File: src/common/pic_pkg.sv
// Purpose: Shared constants of the priority interrupt unit
// Assumes: 32-bit AHB-Lite register bus, 50 MHz clock
// Notes: Register indices times four give the byte addresses
package pic_pkg;
  // ----------------------------------------
  // Timing
  // ----------------------------------------
  localparam int unsigned CLK_HZ = 50_000_000;
  localparam logic [4:0] NMI_HOLD_CYC = 5'd20;

  // ----------------------------------------
  // Register indices
  // ----------------------------------------
  localparam logic [31:0] IDX_PORT_FLAGS = 32'h0400_0008;
  localparam logic [31:0] IDX_EXT_FLAGS = 32'h0400_0004;
  localparam logic [31:0] IDX_PERI_FLAGS = 32'h0400_0006;
  localparam logic [31:0] IDX_CTRL_ONE = 32'h0400_0010;
  localparam logic [31:0] IDX_CTRL_TWO = 32'h0400_0012;
  localparam logic [31:0] IDX_PORT_EN = 32'h0400_0014;
  localparam logic [31:0] IDX_PRI_C = 32'h0400_0016;
  localparam logic [31:0] IDX_PRI_D = 32'h0400_0018;
  localparam logic [31:0] IDX_PRI_E = 32'h0400_001a;
  localparam logic [31:0] IDX_NMI_CTRL = 32'hffff_fee0;
  localparam logic [31:0] IDX_PRI_A = 32'hffff_fee2;
  localparam logic [31:0] IDX_PRI_B = 32'hffff_fee4;
  localparam logic [31:0] IDX_STATUS = 32'h0400_0020;

  // ----------------------------------------
  // Fields and reset values
  // ----------------------------------------
  localparam int NMI_LVL_BIT = 15;
  localparam int NMI_EDGE_BIT = 8;
  localparam int CTRL_DIS_BIT = 15;
  localparam int CTRL_BLOCK_MASK_OVERRIDE_BIT_BIT = 13;
  localparam int CTRL_SEL2_BIT = 12;
  localparam logic [15:0] RST_WORD = 16'h0000;
  localparam logic [7:0] RST_FLAGS = 8'h00;
  localparam logic [1:0] SENSE_FALL = 2'h0;
  localparam logic [1:0] SENSE_RISE = 2'h1;
  localparam logic [1:0] SENSE_LOW = 2'h2;
  localparam logic [1:0] SENSE_HIGH = 2'h3;

  // ----------------------------------------
  // Sources
  // ----------------------------------------
  localparam int NSRC = 22;
  localparam logic [4:0] NMI_LVL = 5'h10;
  localparam logic [3:0] ENC_NONE = 4'hf;

  typedef enum logic [0:0] {
    PIC_BUS_IDLE = 1'b0,
    PIC_BUS_DATA = 1'b1
  } pic_bus_t;
endpackage

File: src/verilog/pic_sync.sv
// Purpose: Two-stage synchroniser with edge detection
// Assumes: Inputs asynchronous to clk
// Notes: Edges are taken between second and third stage
`timescale 1ns/1ns
module pic_sync #(
  parameter int W = 1
) (
  input wire logic clk,
  input wire logic rst_n,
  input wire logic [W-1:0] din,
  output logic [W-1:0] lvl,
  output logic [W-1:0] rise,
  output logic [W-1:0] fall
);
  logic [W-1:0] s1_q;
  logic [W-1:0] s2_q;
  logic [W-1:0] s3_q;

  always_ff @(posedge clk or negedge rst_n) begin
    if (!rst_n) begin
      s1_q <= '0;
      s2_q <= '0;
      s3_q <= '0;
    end else begin
      s1_q <= din;
      s2_q <= s1_q;
      s3_q <= s2_q;
    end
  end

  assign lvl = s2_q;
  assign rise = s2_q & ~s3_q;
  assign fall = ~s2_q & s3_q;

  property p_sync_delay;
    @(posedge clk) disable iff (!rst_n)
    (din[0] ##1 din[0]) |=> lvl[0];
  endproperty
  a_sync_delay: assert property (p_sync_delay) else $error("sync lag wrong");
endmodule

File: src/verilog/pic_top.sv
// Purpose: Priority interrupt unit with AHB-Lite register slave
// Assumes: Pins synchronised here; CPU supplies block bit and mask
// Notes: Every bus transfer takes one wait state
//
// Behaviour
// - Software sets 16 priority levels per external, port and peripheral source
// - Nonmaskable pin level readable in status bit
// - Notify output flags pending work while released
// - Nonmaskable control resets to pin level
// - All registers take reset values on reset
// - Levels 0..16; level 0 never requested
// - Nonmaskable level 16, gated by disable/block
// - Nonmaskable edge polarity from select bit
// - Sleep or standby ignores block bit for nonmaskable only
// - Edge select change blanks detection 20 cycles
// - Taking interrupt leaves CPU mask level alone
// - Block plus override lets nonmaskable through
// - Nonmaskable wakes standby unless disabled
// - Six external inputs, level/edge, priority C/D
// - Edge flag cleared by read 1, write 0
// - External 0..4 wake standby with 32k clock
// - Encoded 0000 is level 15, 1111 none
// - Equal levels served in fixed order
// - Reset clears every priority to zero
`timescale 1ns/1ns
module pic_top
  import pic_pkg::*;
(
  input wire logic clk,
  input wire logic rst_n,
  input wire logic hsel,
  input wire logic [31:0] haddr,
  input wire logic [1:0] htrans,
  input wire logic hwrite,
  input wire logic [2:0] hsize,
  input wire logic [31:0] hwdata,
  input wire logic hready,
  output logic [31:0] hrdata,
  output logic hreadyout,
  output logic hresp,
  input wire logic nmi_pin,
  input wire logic [5:0] external_request_inputs,
  input wire logic [3:0] encoded_level_inputs,
  input wire logic [3:0] second_encoded_level_inputs,
  input wire logic [15:0] port_interrupt_inputs,
  input wire logic [11:0] periph_req,
  input wire logic refresh_req,
  input wire logic bus_released,
  input wire logic cpu_block_bit,
  input wire logic [3:0] cpu_mask_level,
  input wire logic sleep_mode,
  input wire logic standby_mode,
  input wire logic rtc_32k_in_use,
  input wire logic nmi_ack,
  output logic intr_req,
  output logic [4:0] intr_level,
  output logic [4:0] intr_source,
  output logic wake_req,
  output logic bus_request_notify_output
);
  // ----------------------------------------
  // Input synchronisers
  // ----------------------------------------
  logic nmi_lvl, nmi_rise, nmi_fall;
  logic [5:0] irq_lvl, irq_rise, irq_fall;
  logic [15:0] pint_lvl;
  logic [7:0] enc_lvl;

  pic_sync #(.W(1)) u_nmi_sync (
    .clk(clk), .rst_n(rst_n), .din(nmi_pin),
    .lvl(nmi_lvl), .rise(nmi_rise), .fall(nmi_fall));
  pic_sync #(.W(6)) u_irq_sync (
    .clk(clk), .rst_n(rst_n), .din(external_request_inputs),
    .lvl(irq_lvl), .rise(irq_rise), .fall(irq_fall));
  pic_sync #(.W(16)) u_pint_sync (
    .clk(clk), .rst_n(rst_n), .din(port_interrupt_inputs),
    .lvl(pint_lvl), .rise(), .fall());
  // Encoded lines are synchronised bit by bit on one clock; skew can briefly show a mixed code
  pic_sync #(.W(8)) u_enc_sync (
    .clk(clk), .rst_n(rst_n),
    .din({second_encoded_level_inputs, encoded_level_inputs}),
    .lvl(enc_lvl), .rise(), .fall());

  // ----------------------------------------
  // Bus slave and registers
  // ----------------------------------------
  pic_bus_t bus_q, bus_d;
  logic [29:0] adr_q, adr_d;
  logic wr_q, wr_d;
  logic [31:0] hrdata_q, hrdata_d;
  logic hreadyout_q, hreadyout_d;
  logic nonmaskable_edge_select_q, nonmaskable_edge_select_d;
  logic [15:0] ctl1_q, ctl1_d, ctl2_q, ctl2_d, port_interrupt_enables_q, port_interrupt_enables_d;
  logic [15:0] pria_q, pria_d, prib_q, prib_d, pric_q, pric_d;
  logic [15:0] prid_q, prid_d, prie_q, prie_d;
  logic [5:0] external_request_flags_q, external_request_flags_d, armed_q, armed_d;
  logic [4:0] hold_q, hold_d;
  logic nmi_pend_q, nmi_pend_d;
  logic [11:0] peri_q;
  logic [4:0] best_l_q;
  logic [4:0] best_s_q;
  logic acc, nonmaskable_edge_select_chg, wr_external_request_flags, nmi_edge;
  logic [15:0] rd;

  function automatic logic hit(input logic [29:0] a, input logic [31:0] idx);
    hit = (a == idx[29:0]);
  endfunction

  assign acc = hsel && htrans[1] && hready;
  assign wr_external_request_flags = (bus_q == PIC_BUS_DATA) && wr_q && hit(adr_q, IDX_EXT_FLAGS);
  assign nonmaskable_edge_select_chg = (bus_q == PIC_BUS_DATA) && wr_q && hit(adr_q, IDX_NMI_CTRL)
                    && (hwdata[NMI_EDGE_BIT] != nonmaskable_edge_select_q);
  assign nmi_edge = nonmaskable_edge_select_q ? nmi_rise : nmi_fall;

  always_comb begin
    rd = 16'h0000;
    if (hit(adr_q, IDX_NMI_CTRL)) begin
      rd[NMI_LVL_BIT] = nmi_lvl;
      rd[NMI_EDGE_BIT] = nonmaskable_edge_select_q;
    end
    if (hit(adr_q, IDX_CTRL_ONE)) rd = ctl1_q;
    if (hit(adr_q, IDX_CTRL_TWO)) rd = ctl2_q;
    if (hit(adr_q, IDX_PORT_EN)) rd = port_interrupt_enables_q;
    if (hit(adr_q, IDX_PRI_A)) rd = pria_q;
    if (hit(adr_q, IDX_PRI_B)) rd = prib_q;
    if (hit(adr_q, IDX_PRI_C)) rd = pric_q;
    if (hit(adr_q, IDX_PRI_D)) rd = prid_q;
    if (hit(adr_q, IDX_PRI_E)) rd = prie_q;
    if (hit(adr_q, IDX_EXT_FLAGS)) rd = {10'h000, external_request_flags_q};
    if (hit(adr_q, IDX_PERI_FLAGS)) rd = {8'h00, peri_q[7:0]};
    if (hit(adr_q, IDX_PORT_FLAGS)) rd = {14'h0000, |(pint_lvl[15:8] & port_interrupt_enables_q[15:8]),
                                          |(pint_lvl[7:0] & port_interrupt_enables_q[7:0])};
    if (hit(adr_q, IDX_STATUS)) rd = {best_s_q, best_l_q, nmi_pend_q, hold_q};
  end

  always_comb begin
    bus_d = bus_q;
    adr_d = adr_q;
    wr_d = wr_q;
    hrdata_d = hrdata_q;
    hreadyout_d = hreadyout_q;
    nonmaskable_edge_select_d = nonmaskable_edge_select_q;
    ctl1_d = ctl1_q;
    ctl2_d = ctl2_q;
    port_interrupt_enables_d = port_interrupt_enables_q;
    pria_d = pria_q;
    prib_d = prib_q;
    pric_d = pric_q;
    prid_d = prid_q;
    prie_d = prie_q;
    armed_d = armed_q;
    case (bus_q)
      PIC_BUS_IDLE: begin
        if (acc) begin
          bus_d = PIC_BUS_DATA;
          adr_d = haddr[31:2];
          wr_d = hwrite;
          hreadyout_d = 1'b0;
        end
      end
      PIC_BUS_DATA: begin
        bus_d = PIC_BUS_IDLE;
        hreadyout_d = 1'b1;
        hrdata_d = 32'h0000_0000;
        if (!wr_q) begin
          hrdata_d = {16'h0000, rd};
          if (hit(adr_q, IDX_EXT_FLAGS)) armed_d = external_request_flags_q;
        end else begin
          if (hit(adr_q, IDX_NMI_CTRL)) nonmaskable_edge_select_d = hwdata[NMI_EDGE_BIT];
          if (hit(adr_q, IDX_CTRL_ONE)) ctl1_d = hwdata[15:0];
          if (hit(adr_q, IDX_CTRL_TWO)) ctl2_d = hwdata[15:0];
          if (hit(adr_q, IDX_PORT_EN)) port_interrupt_enables_d = hwdata[15:0];
          if (hit(adr_q, IDX_PRI_A)) pria_d = hwdata[15:0];
          if (hit(adr_q, IDX_PRI_B)) prib_d = hwdata[15:0];
          if (hit(adr_q, IDX_PRI_C)) pric_d = hwdata[15:0];
          if (hit(adr_q, IDX_PRI_D)) prid_d = hwdata[15:0];
          if (hit(adr_q, IDX_PRI_E)) prie_d = hwdata[15:0];
          if (hit(adr_q, IDX_EXT_FLAGS)) armed_d = 6'h00;
        end
      end
      default: bus_d = PIC_BUS_IDLE;
    endcase
  end

  always_ff @(posedge clk or negedge rst_n) begin
    if (!rst_n) begin
      bus_q <= PIC_BUS_IDLE;
      adr_q <= '0;
      wr_q <= 1'b0;
      hrdata_q <= 32'h0000_0000;
      hreadyout_q <= 1'b1;
      nonmaskable_edge_select_q <= 1'b0;
      ctl1_q <= RST_WORD;
      ctl2_q <= RST_WORD;
      port_interrupt_enables_q <= RST_WORD;
      pria_q <= RST_WORD;
      prib_q <= RST_WORD;
      pric_q <= RST_WORD;
      prid_q <= RST_WORD;
      prie_q <= RST_WORD;
      armed_q <= 6'h00;
    end else begin
      bus_q <= bus_d;
      adr_q <= adr_d;
      wr_q <= wr_d;
      hrdata_q <= hrdata_d;
      hreadyout_q <= hreadyout_d;
      nonmaskable_edge_select_q <= nonmaskable_edge_select_d;
      ctl1_q <= ctl1_d;
      ctl2_q <= ctl2_d;
      port_interrupt_enables_q <= port_interrupt_enables_d;
      pria_q <= pria_d;
      prib_q <= prib_d;
      pric_q <= pric_d;
      prid_q <= prid_d;
      prie_q <= prie_d;
      armed_q <= armed_d;
    end
  end

  assign hrdata = hrdata_q;
  assign hreadyout = hreadyout_q;
  assign hresp = 1'b0;

  // ----------------------------------------
  // Detection and arbitration
  // ----------------------------------------
  logic [4:0] lv [NSRC];
  logic [4:0] best_l, best_s;
  logic [3:0] enc1, enc2, irl;
  logic [23:0] irq_pri;
  logic [47:0] peri_pri;
  logic nmi_ok, req_d, wake_d, notify_d;
  logic intr_req_q, wake_q, notify_q;
  logic [1:0] sense;

  assign irq_pri = {prid_q[7:0], pric_q};
  assign peri_pri = {prie_q, prib_q, pria_q};
  assign enc1 = ENC_NONE - enc_lvl[3:0];
  assign enc2 = ctl1_q[CTRL_SEL2_BIT] ? ENC_NONE - enc_lvl[7:4] : 4'h0;
  assign irl = (enc2 > enc1) ? enc2 : enc1;
  // Sleep and standby bypass the block bit, not the disable bit
  assign nmi_ok = !ctl1_q[CTRL_DIS_BIT] && (ctl1_q[CTRL_BLOCK_MASK_OVERRIDE_BIT_BIT] || !cpu_block_bit
                  || sleep_mode || standby_mode);

  always_comb begin
    external_request_flags_d = external_request_flags_q;
    hold_d = (hold_q != 5'd0) ? hold_q - 5'd1 : hold_q;
    if (nonmaskable_edge_select_chg) hold_d = NMI_HOLD_CYC;
    nmi_pend_d = nmi_pend_q && !nmi_ack;
    if (nmi_edge && hold_q == 5'd0) nmi_pend_d = 1'b1;
    sense = SENSE_FALL;
    for (int i = 0; i < 6; i++) begin
      sense = ctl1_q[2*i +: 2];
      case (sense)
        SENSE_LOW: external_request_flags_d[i] = ~irq_lvl[i];
        SENSE_HIGH: external_request_flags_d[i] = irq_lvl[i];
        default: begin
          if (wr_external_request_flags && armed_q[i] && !hwdata[i]) external_request_flags_d[i] = 1'b0;
          if (sense == SENSE_RISE ? irq_rise[i] : irq_fall[i]) external_request_flags_d[i] = 1'b1;
        end
      endcase
    end
  end

  always_comb begin
    lv[0] = (nmi_pend_q && nmi_ok) ? NMI_LVL : 5'h00;
    lv[1] = {1'b0, irl};
    for (int i = 0; i < 6; i++) lv[2+i] = external_request_flags_q[i] ? {1'b0, irq_pri[4*i +: 4]} : 5'h00;
    lv[8] = |(pint_lvl[7:0] & port_interrupt_enables_q[7:0]) ? {1'b0, prid_q[15:12]} : 5'h00;
    lv[9] = |(pint_lvl[15:8] & port_interrupt_enables_q[15:8]) ? {1'b0, prid_q[11:8]} : 5'h00;
    for (int k = 0; k < 12; k++) lv[10+k] = peri_q[k] ? {1'b0, peri_pri[4*k +: 4]} : 5'h00;
    best_l = 5'h00;
    best_s = 5'h00;
    for (int s = 0; s < NSRC; s++) begin
      if (lv[s] > best_l) begin
        best_l = lv[s];
        best_s = 5'(s);
      end
    end
    // Mask level is only compared, never written back
    req_d = (best_l == NMI_LVL) ||
            (!cpu_block_bit && best_l > {1'b0, cpu_mask_level});
    wake_d = standby_mode && ((nmi_pend_q && !ctl1_q[CTRL_DIS_BIT]) ||
             (rtc_32k_in_use && (lv[2] > {1'b0, cpu_mask_level} ||
              lv[3] > {1'b0, cpu_mask_level} || lv[4] > {1'b0, cpu_mask_level} ||
              lv[5] > {1'b0, cpu_mask_level} || lv[6] > {1'b0, cpu_mask_level})));
    notify_d = bus_released && (refresh_req || irl != 4'h0 || |external_request_flags_q ||
               |peri_q || nmi_pend_q);
  end

  always_ff @(posedge clk or negedge rst_n) begin
    if (!rst_n) begin
      external_request_flags_q <= RST_FLAGS[5:0];
      hold_q <= 5'd0;
      nmi_pend_q <= 1'b0;
      peri_q <= 12'h000;
      best_l_q <= 5'h00;
      best_s_q <= 5'h00;
      intr_req_q <= 1'b0;
      wake_q <= 1'b0;
      notify_q <= 1'b0;
    end else begin
      external_request_flags_q <= external_request_flags_d;
      hold_q <= hold_d;
      nmi_pend_q <= nmi_pend_d;
      peri_q <= periph_req;
      best_l_q <= best_l;
      best_s_q <= best_s;
      intr_req_q <= req_d;
      wake_q <= wake_d;
      notify_q <= notify_d;
    end
  end

  assign intr_req = intr_req_q;
  assign intr_level = best_l_q;
  assign intr_source = best_s_q;
  assign wake_req = wake_q;
  assign bus_request_notify_output = notify_q;

  // ----------------------------------------
  // Checks
  // ----------------------------------------
  property p_no_zero;
    @(posedge clk) disable iff (!rst_n)
    intr_req_q |-> best_l_q != 5'h00;
  endproperty
  a_no_zero: assert property (p_no_zero) else $error("level 0 requested");

  property p_nmi_take;
    @(posedge clk) disable iff (!rst_n)
    (nmi_pend_q && nmi_ok) |=> intr_req_q && best_l_q == 5'h10 && best_s_q == 5'h00;
  endproperty
  a_nmi_take: assert property (p_nmi_take) else $error("nmi not presented");

  property p_hold_load;
    @(posedge clk) disable iff (!rst_n)
    nonmaskable_edge_select_chg |=> hold_q == 5'd20 ##19 hold_q == 5'd1 ##1 hold_q == 5'd0;
  endproperty
  a_hold_load: assert property (p_hold_load) else $error("blank time wrong");

  property p_hold_blank;
    @(posedge clk) disable iff (!rst_n)
    (hold_q != 5'd0 && !nmi_pend_q) |=> !nmi_pend_q;
  endproperty
  a_hold_blank: assert property (p_hold_blank) else $error("nmi seen in blank");

  property p_flag_sticky;
    @(posedge clk) disable iff (!rst_n)
    (external_request_flags_q[0] && !ctl1_q[1] && !wr_external_request_flags) |=> external_request_flags_q[0];
  endproperty
  a_flag_sticky: assert property (p_flag_sticky) else $error("edge flag lost");

  property p_above_mask;
    @(posedge clk) disable iff (!rst_n)
    intr_req_q |-> best_l_q > {1'b0, $past(cpu_mask_level)};
  endproperty
  a_above_mask: assert property (p_above_mask) else $error("request under mask");

  property p_notify;
    @(posedge clk) disable iff (!rst_n)
    (bus_released && refresh_req) |=> notify_q ##0 bus_request_notify_output;
  endproperty
  a_notify: assert property (p_notify) else $error("notify missing");

  property p_nmi_wake;
    @(posedge clk) disable iff (!rst_n)
    (standby_mode && nmi_pend_q && !ctl1_q[CTRL_DIS_BIT]) |=> wake_q;
  endproperty
  a_nmi_wake: assert property (p_nmi_wake) else $error("no nmi wake");

  property p_bus_wait;
    @(posedge clk) disable iff (!rst_n)
    (acc && bus_q == PIC_BUS_IDLE) |=> !hreadyout_q ##1 hreadyout_q;
  endproperty
  a_bus_wait: assert property (p_bus_wait) else $error("bus timing wrong");
endmodule

File: config.mk
export PLATFORM = sky130hd
export DESIGN_NAME = pic_top
export DESIGN_NICKNAME = d
export VERILOG_FILES = /design/src/common/pic_pkg.sv /design/src/verilog/pic_sync.sv /design/src/verilog/pic_top.sv
export SDC_FILE = /design/constraint.sdc
export NUM_CORES = 1
export LEC_CHECK = 0
export BUFFER_PORTS_ARGS = -buffer_cell sky130_fd_sc_hd__buf_2
export CELL_PAD_IN_SITES_DETAIL_PLACEMENT = 0
export CELL_PAD_IN_SITES_GLOBAL_PLACEMENT = 2
export CORE_MARGIN = 1.5
export CORE_UTILIZATION = 30
export CTS_CLUSTER_SIZE = 16
export DETAILED_ROUTE_END_ITERATION = 10
export PLACE_DENSITY_LB_ADDON = 0.05
export SLEW_MARGIN = 15
export SYNTH_ARGS = -nofsm -noshare
export SYNTH_HDL_FRONTEND = slang
export SYNTH_SLANG_ARGS = --single-unit
File: constraint.sdc
create_clock -name clk -period 90.2 [get_ports clk]
set_input_delay 13.53 -clock clk [delete_from_list [all_inputs] [get_ports clk]]
set_output_delay 13.53 -clock clk [all_outputs]
set_load 0.02 [all_outputs]
==> results.ini, run 1 <==
[clock_network]
postCtsHoldBufs = 0
ctsHtreeMaxLevel = 2
cts-root-buf = clkbuf_16
cts_setup_buffers = 0
cts_tree = built
clockBufferDepth = 3
cts-buffers-inserted = 37
clock-sinks = 290
path_clk_slew_ns = 0.06
clk_latency_ns = 0.57
cts_resized = 0

[yosys]
yosysWarnings = 0
synth_top_area_share_pct = 44.4
synth_top_flop_cell = dfrtp_1
synth-xor-area-share_pct = 0.537
synth_seq_cells = 290
synth.area.mux_share_pct = 10.7
synth-async-reset-ratio_pct = 100
ys_seq_area_share_pct = 44.5
synthSimpleGateAreaFrac_pct = 16.2
synth_compound_area_share_pct = 16.6
synth_area_leaders = dfrtp_1 (44%), mux2_2 (10%), ha_1 (8.4%)
synth-edff-count = 0
yosysTopAreaCell = dfrtp_1
synth_adder_area_share_pct = 8.44
synth.distinct_cells = 84
synth.avg_cell_area_um2 = 10.4
synth_area_mm2 = 0.0163
syn_inst = 1572
synth_top_family_by_area = compound AO/OA/AOI/OAI gates

[detailed_routing]
drt_pre_antenna_iters = 8
wirelength_mm = 61.8
drc = 0
drtAntennaViolNets = 0
routedWlPerCell_um = 25.3
avgViaCountPerCell = 5.41
drtIter0Drc = 1081
dr_total_vias = 13198

[sta]
period_minus_slack_ns = 48.46
worst_slew_pin_slew_ns = 1.11
rsz0062_at_grt = no
fin_skew_ns = 0.0320
post-route-period-util_pct = 53.7
max-slew-margin-rel_pct = 26.0
setup-violations-final = 0
hold_viol_final = 0
max_freq_mhz = 20.6
setup-tns-final_ns = 0
maxSlewViolCount = 0

[run_status]
status = finished clean

[floorplanning]
die_area_mm2 = 0.0557
start_util_pct = 30.3
die_w_um = 236
ios = 175
placementRows = 85
die_h_um = 236
placeableCoreArea_mm2 = 0.0537

[critical_path]
cp-start-kind = primary input
path_class = primary input to register
crit_family = compound AO/OA/AOI/OAI gates
critPathMostFrequentCell = ha_1
slowest_delay_ns = 0.84
path_max_fanout = 17
crit_buf_inv = 4
critPathArrivalTime_ns = 48.95
reg2reg_slack_ns = 53.15
cp.required_ns = 90.69
critical_path.slowest_cell = a21oi_1
critPathCaptureType = register

[layout]
area_delta_synth_final_pct = 16.8
final_cell_mix = dfrtp_1 (289), nand2_1 (216), mux2_2 (148)
antennaDiodeCount = 0
mostFrequentLayoutCell = dfrtp_1
stdcell_count = 2441
fin_nets = 1954
regArea_mm2 = 0.00726
fin_util_pct = 35.5
drive_gt1_share_pct = 23.2
multi_input_area_mm2 = 0.00864
fill_cells = 5515

[placement]
place_congestion = 0.845
dp.cells = 2373
portBuffers = 135
dp_hpwl_mm = 47.3

[grt]
grt_max_degree = 97
antenna_found_initial = 2
grt_remaining_overflow = 0
grt_util_all_layers_pct = 22.4
grt_pass1_wl_mm = 91.8
grt_pass1_vias = 13374

[worst_hold_path]
hold_class = register to register

[job]
cap_violations = 0

cell families after synthesis:
kind of cell,after synthesis
AO/OA/AOI/OAI,368
AND/OR/NAND/NOR,529
other,1
buffers and inverters,109
XOR/XNOR,10
flip-flops,290
multiplexers,155
adder cells (fa/ha/maj),110
per-stage QoR:
step,hold slack (ns),setup slack [ns],cell area [µm²]
global placement,0.334,41.28,17800
CTS,0.347,41.97,19000
finish,0.341,41.74,19000
floorplan,0.331,47.80,16400
global route,0.351,38.99,19000
detailed placement,0.335,41.41,17800
registers in the layout, indices dropped and copies added (netlist names), 5 cells and up:
signal and flops:
external_request_flags_q 6, adr_q 30, prid_q 16, u_irq_sync.lvl 6, u_irq_sync.s1_q 6, hold_q 5
hrdata 16, intr_level 5, peri_q 12, intr_source 5, u_enc_sync.s1_q 8, port_interrupt_enables_q 16
prie_q 16, u_irq_sync.s3_q 6, ctl1_q 16, ctl2_q 16, pric_q 16, prib_q 16
u_pint_sync.s1_q 16, u_enc_sync.lvl 8, u_pint_sync.lvl 16, armed_q 6, pria_q 16
layer usage:
metal  wire [µm]  GRT usage (%)
met3        3460           3.90
met4        1320           5.28
met5          13              0
met2       28000           35.2
met1       29000           31.8
cell usage after synthesis (all sizes together) (18+ instances only):
cell    instances
inv            42
a222oi         30
o21a           30
nand2b         21
a21oi          68
mux2          148
nand3          32
buf            23
clkbuf         44
nand2         216
dfrtp         289
nor2b          35
nor2           64
a211oi         18
ha            110
o21ai          55
and2           56
a22oi          24
nand4          22
o211ai         20
a31oi          19
final timing paths:
kind                                            from             endpoint  depth (start not counted)
max in group asynchronous                      rst_n           pria_q[11]                          2
worst min-delay path            u_pint_sync.s1_q[14]  u_pint_sync.lvl[14]                          0
worst min register to register  u_pint_sync.s1_q[14]  u_pint_sync.lvl[14]                          0
min in group asynchronous                      rst_n             adr_q[3]                          1
worst max-delay path                      sleep_mode             intr_req                        142
worst max register to register            ctl1_q[12]             intr_req                        144
worst register-to-register path: cells and delay by family (launching register included):
kind                       cells  cell delay [ns]
muxes                          1             0.45
AOI/OAI and AO/OA             76            21.23
DFF                            1             0.66
buffers and inverters          3             0.45
adders and majority gates     22             6.61
and+or+nand+nor               42             7.63
cell type report:
type,instances,area share (%)
inverter,42,0.828
sequential,290,38.1
clock buffer,56,6.03
timing repair buffer,156,4.43
multi-input combinational,1189,45.4
tap,696,4.57
clock inverter,12,0.651
Power of run 1 is not shown: default switching activity piles up to over one toggle a cycle in this logic, so the estimate is an artifact.
==> inputs of run 2 (changes only) <==
==> constraint.sdc (replaced) <==
create_clock -name clk -period 41.8 [get_ports clk]
set_input_delay 6.27 -clock clk [delete_from_list [all_inputs] [get_ports clk]]
set_output_delay 6.27 -clock clk [all_outputs]
set_load 0.02 [all_outputs]
==> run 2 against run 1 <==
Sequential cell count stayed put. Utilization increased by 0.20 points. Via count grew 0.58%. Count of clock-buffer cells in the layout shrank 9. Highest routed layer unchanged.
==> results.ini, run 2 (same netlist as run 1, synthesis figures left out) <==
[critical_path]
critPathMostFrequentCell = ha_1
cp-start-kind = primary input
cp.required_ns = 42.21
path_class = primary input to register
critPathCaptureType = register
critical_path.slowest_cell = a21oi_1
critPathArrivalTime_ns = 39.35
path_max_fanout = 17
r2r_cells = 154
slowest_delay_ns = 0.70

[sta]
max-slew-margin-rel_pct = 27.0
max_freq_mhz = 25.7
rsz0062_at_grt = no
setup-tns-final_ns = 0
period_minus_slack_ns = 38.94
post-route-period-util_pct = 93.2
setup-violations-final = 0
fin_skew_ns = 0.0149
worst_slew_pin_slew_ns = 1.09
maxSlewViolCount = 0
hold_viol_final = 0

[detailed_routing]
wirelength_mm = 62.3
drtAntennaViolNets = 0
avgViaCountPerCell = 5.41
dr_total_vias = 13275
drtIter0Drc = 1206
routedWlPerCell_um = 25.4
drc = 0
drt_pre_antenna_iters = 6

[layout]
final_cell_mix = dfrtp_1 (289), nand2_1 (216), mux2_2 (148)
drive_gt1_share_pct = 23.8
regMostFlops = adr_q
fin_area_mm2 = 0.0191
mostFrequentLayoutCell = dfrtp_1
antennaDiodeCount = 0
fin_nets = 1969
largest_reg_flops = 30
area_delta_synth_final_pct = 17.5

[grt]
grt_pass1_vias = 13447
grt_util_all_layers_pct = 22.4
antenna_found_initial = 3
grt_remaining_overflow = 0
grt_max_degree = 86
grt_pass1_wl_mm = 91.5

[job]
cap_violations = 0

[floorplanning]
start_util_pct = 30.3
die_w_um = 236
die_area_mm2 = 0.0557
die_h_um = 236
placementRows = 85
ios = 175
placeableCoreArea_mm2 = 0.0537

[worst_hold_path]
hold_class = register to register
holdPathStages = 0

[placement]
place_congestion = 0.856
portBuffers = 135
place_area_mm2 = 0.0179
dp_hpwl_mm = 47.3

[clock_network]
postCtsHoldBufs = 0
clk_latency_ns = 0.56
clockBufferDepth = 3
cts_setup_buffers = 0
path_clk_slew_ns = 0.06
cts-buffers-inserted = 36
ctsHtreeMaxLevel = 2
cts_tree = built
cts-root-buf = clkbuf_16
cts_resized = 0
clock-sinks = 290

[run_status]
status = finished clean

-- run 2: changes by cell type in the layout (fill, tap and decap cells not counted), sizes merged --
| cell | change |
|---|---|
| buf | +16 |
| bufinv | +3 |
| clkinvlp | -1 |
| clkinv | +2 |
| clkbuf | -9 |
| inv | +2 |
-- run 2: final timing paths --
| path | start | to | slack, ns |
|---|---|---|---|
| worst max-delay path | sleep_mode | intr_req | 2.86 |
| worst min-delay path | u_enc_sync.s1_q[1] | u_enc_sync.lvl[1] | 0.35 |
| worst max register to register | ctl1_q[12] | intr_req | 7.01 |
| worst min register to register | u_enc_sync.s1_q[1] | u_enc_sync.lvl[1] | 0.35 |
| max in group asynchronous | rst_n | peri_q[8] | 34.64 |
| min in group asynchronous | rst_n | adr_q[19] | 5.71 |
-- run 2: layer usage --
metal / vias to the layer above / wire, µm / global-route usage (%)
met5: - / 13 / 0
met4: 2 / 1130 / 4.93
met3: 66 / 3650 / 4.46
met2: 363 / 28300 / 35.6
met1: 6698 / 29200 / 31.3
li1: 6146 / - / -
-- run 2: final cells by class --
class | count | area [µm²]
clock buffers | 47 | 1030
clock inverters | 18 | 211
fillers | 5382 | 34600
inverters | 42 | 158
multi-input cells | 1189 | 8640
flip-flops and latches | 290 | 7260
well taps | 696 | 871
repair buffers | 172 | 976
-- run 2: per-stage QoR --
stage | util, % | hold slack (ns) | cells | setup slack (ns)
finish | 35.6 | 0.347 | 2454 | 2.86
global route | 35.6 | 0.358 | 2454 | 0.378
floorplan | - | 0.331 | 1588 | 6.66
detailed placement | 33.3 | 0.335 | 2389 | 2.46
global placement | 33.3 | 0.335 | 2389 | 2.43
CTS | 35.6 | 0.348 | 2454 | 2.96
-- run 2: worst max-delay path: cells and delay by family --
| kind | cells | cell delay (ns) |
|---|---|---|
| AO/OA/AOI/OAI | 73 | 16.67 |
| adder cells (fa/ha/maj) | 21 | 5.81 |
| buffers and inverters | 10 | 1.51 |
| multiplexers | 1 | 0.38 |
| AND/OR/NAND/NOR | 47 | 8.62 |
Power of run 2 is left out for the same reason.
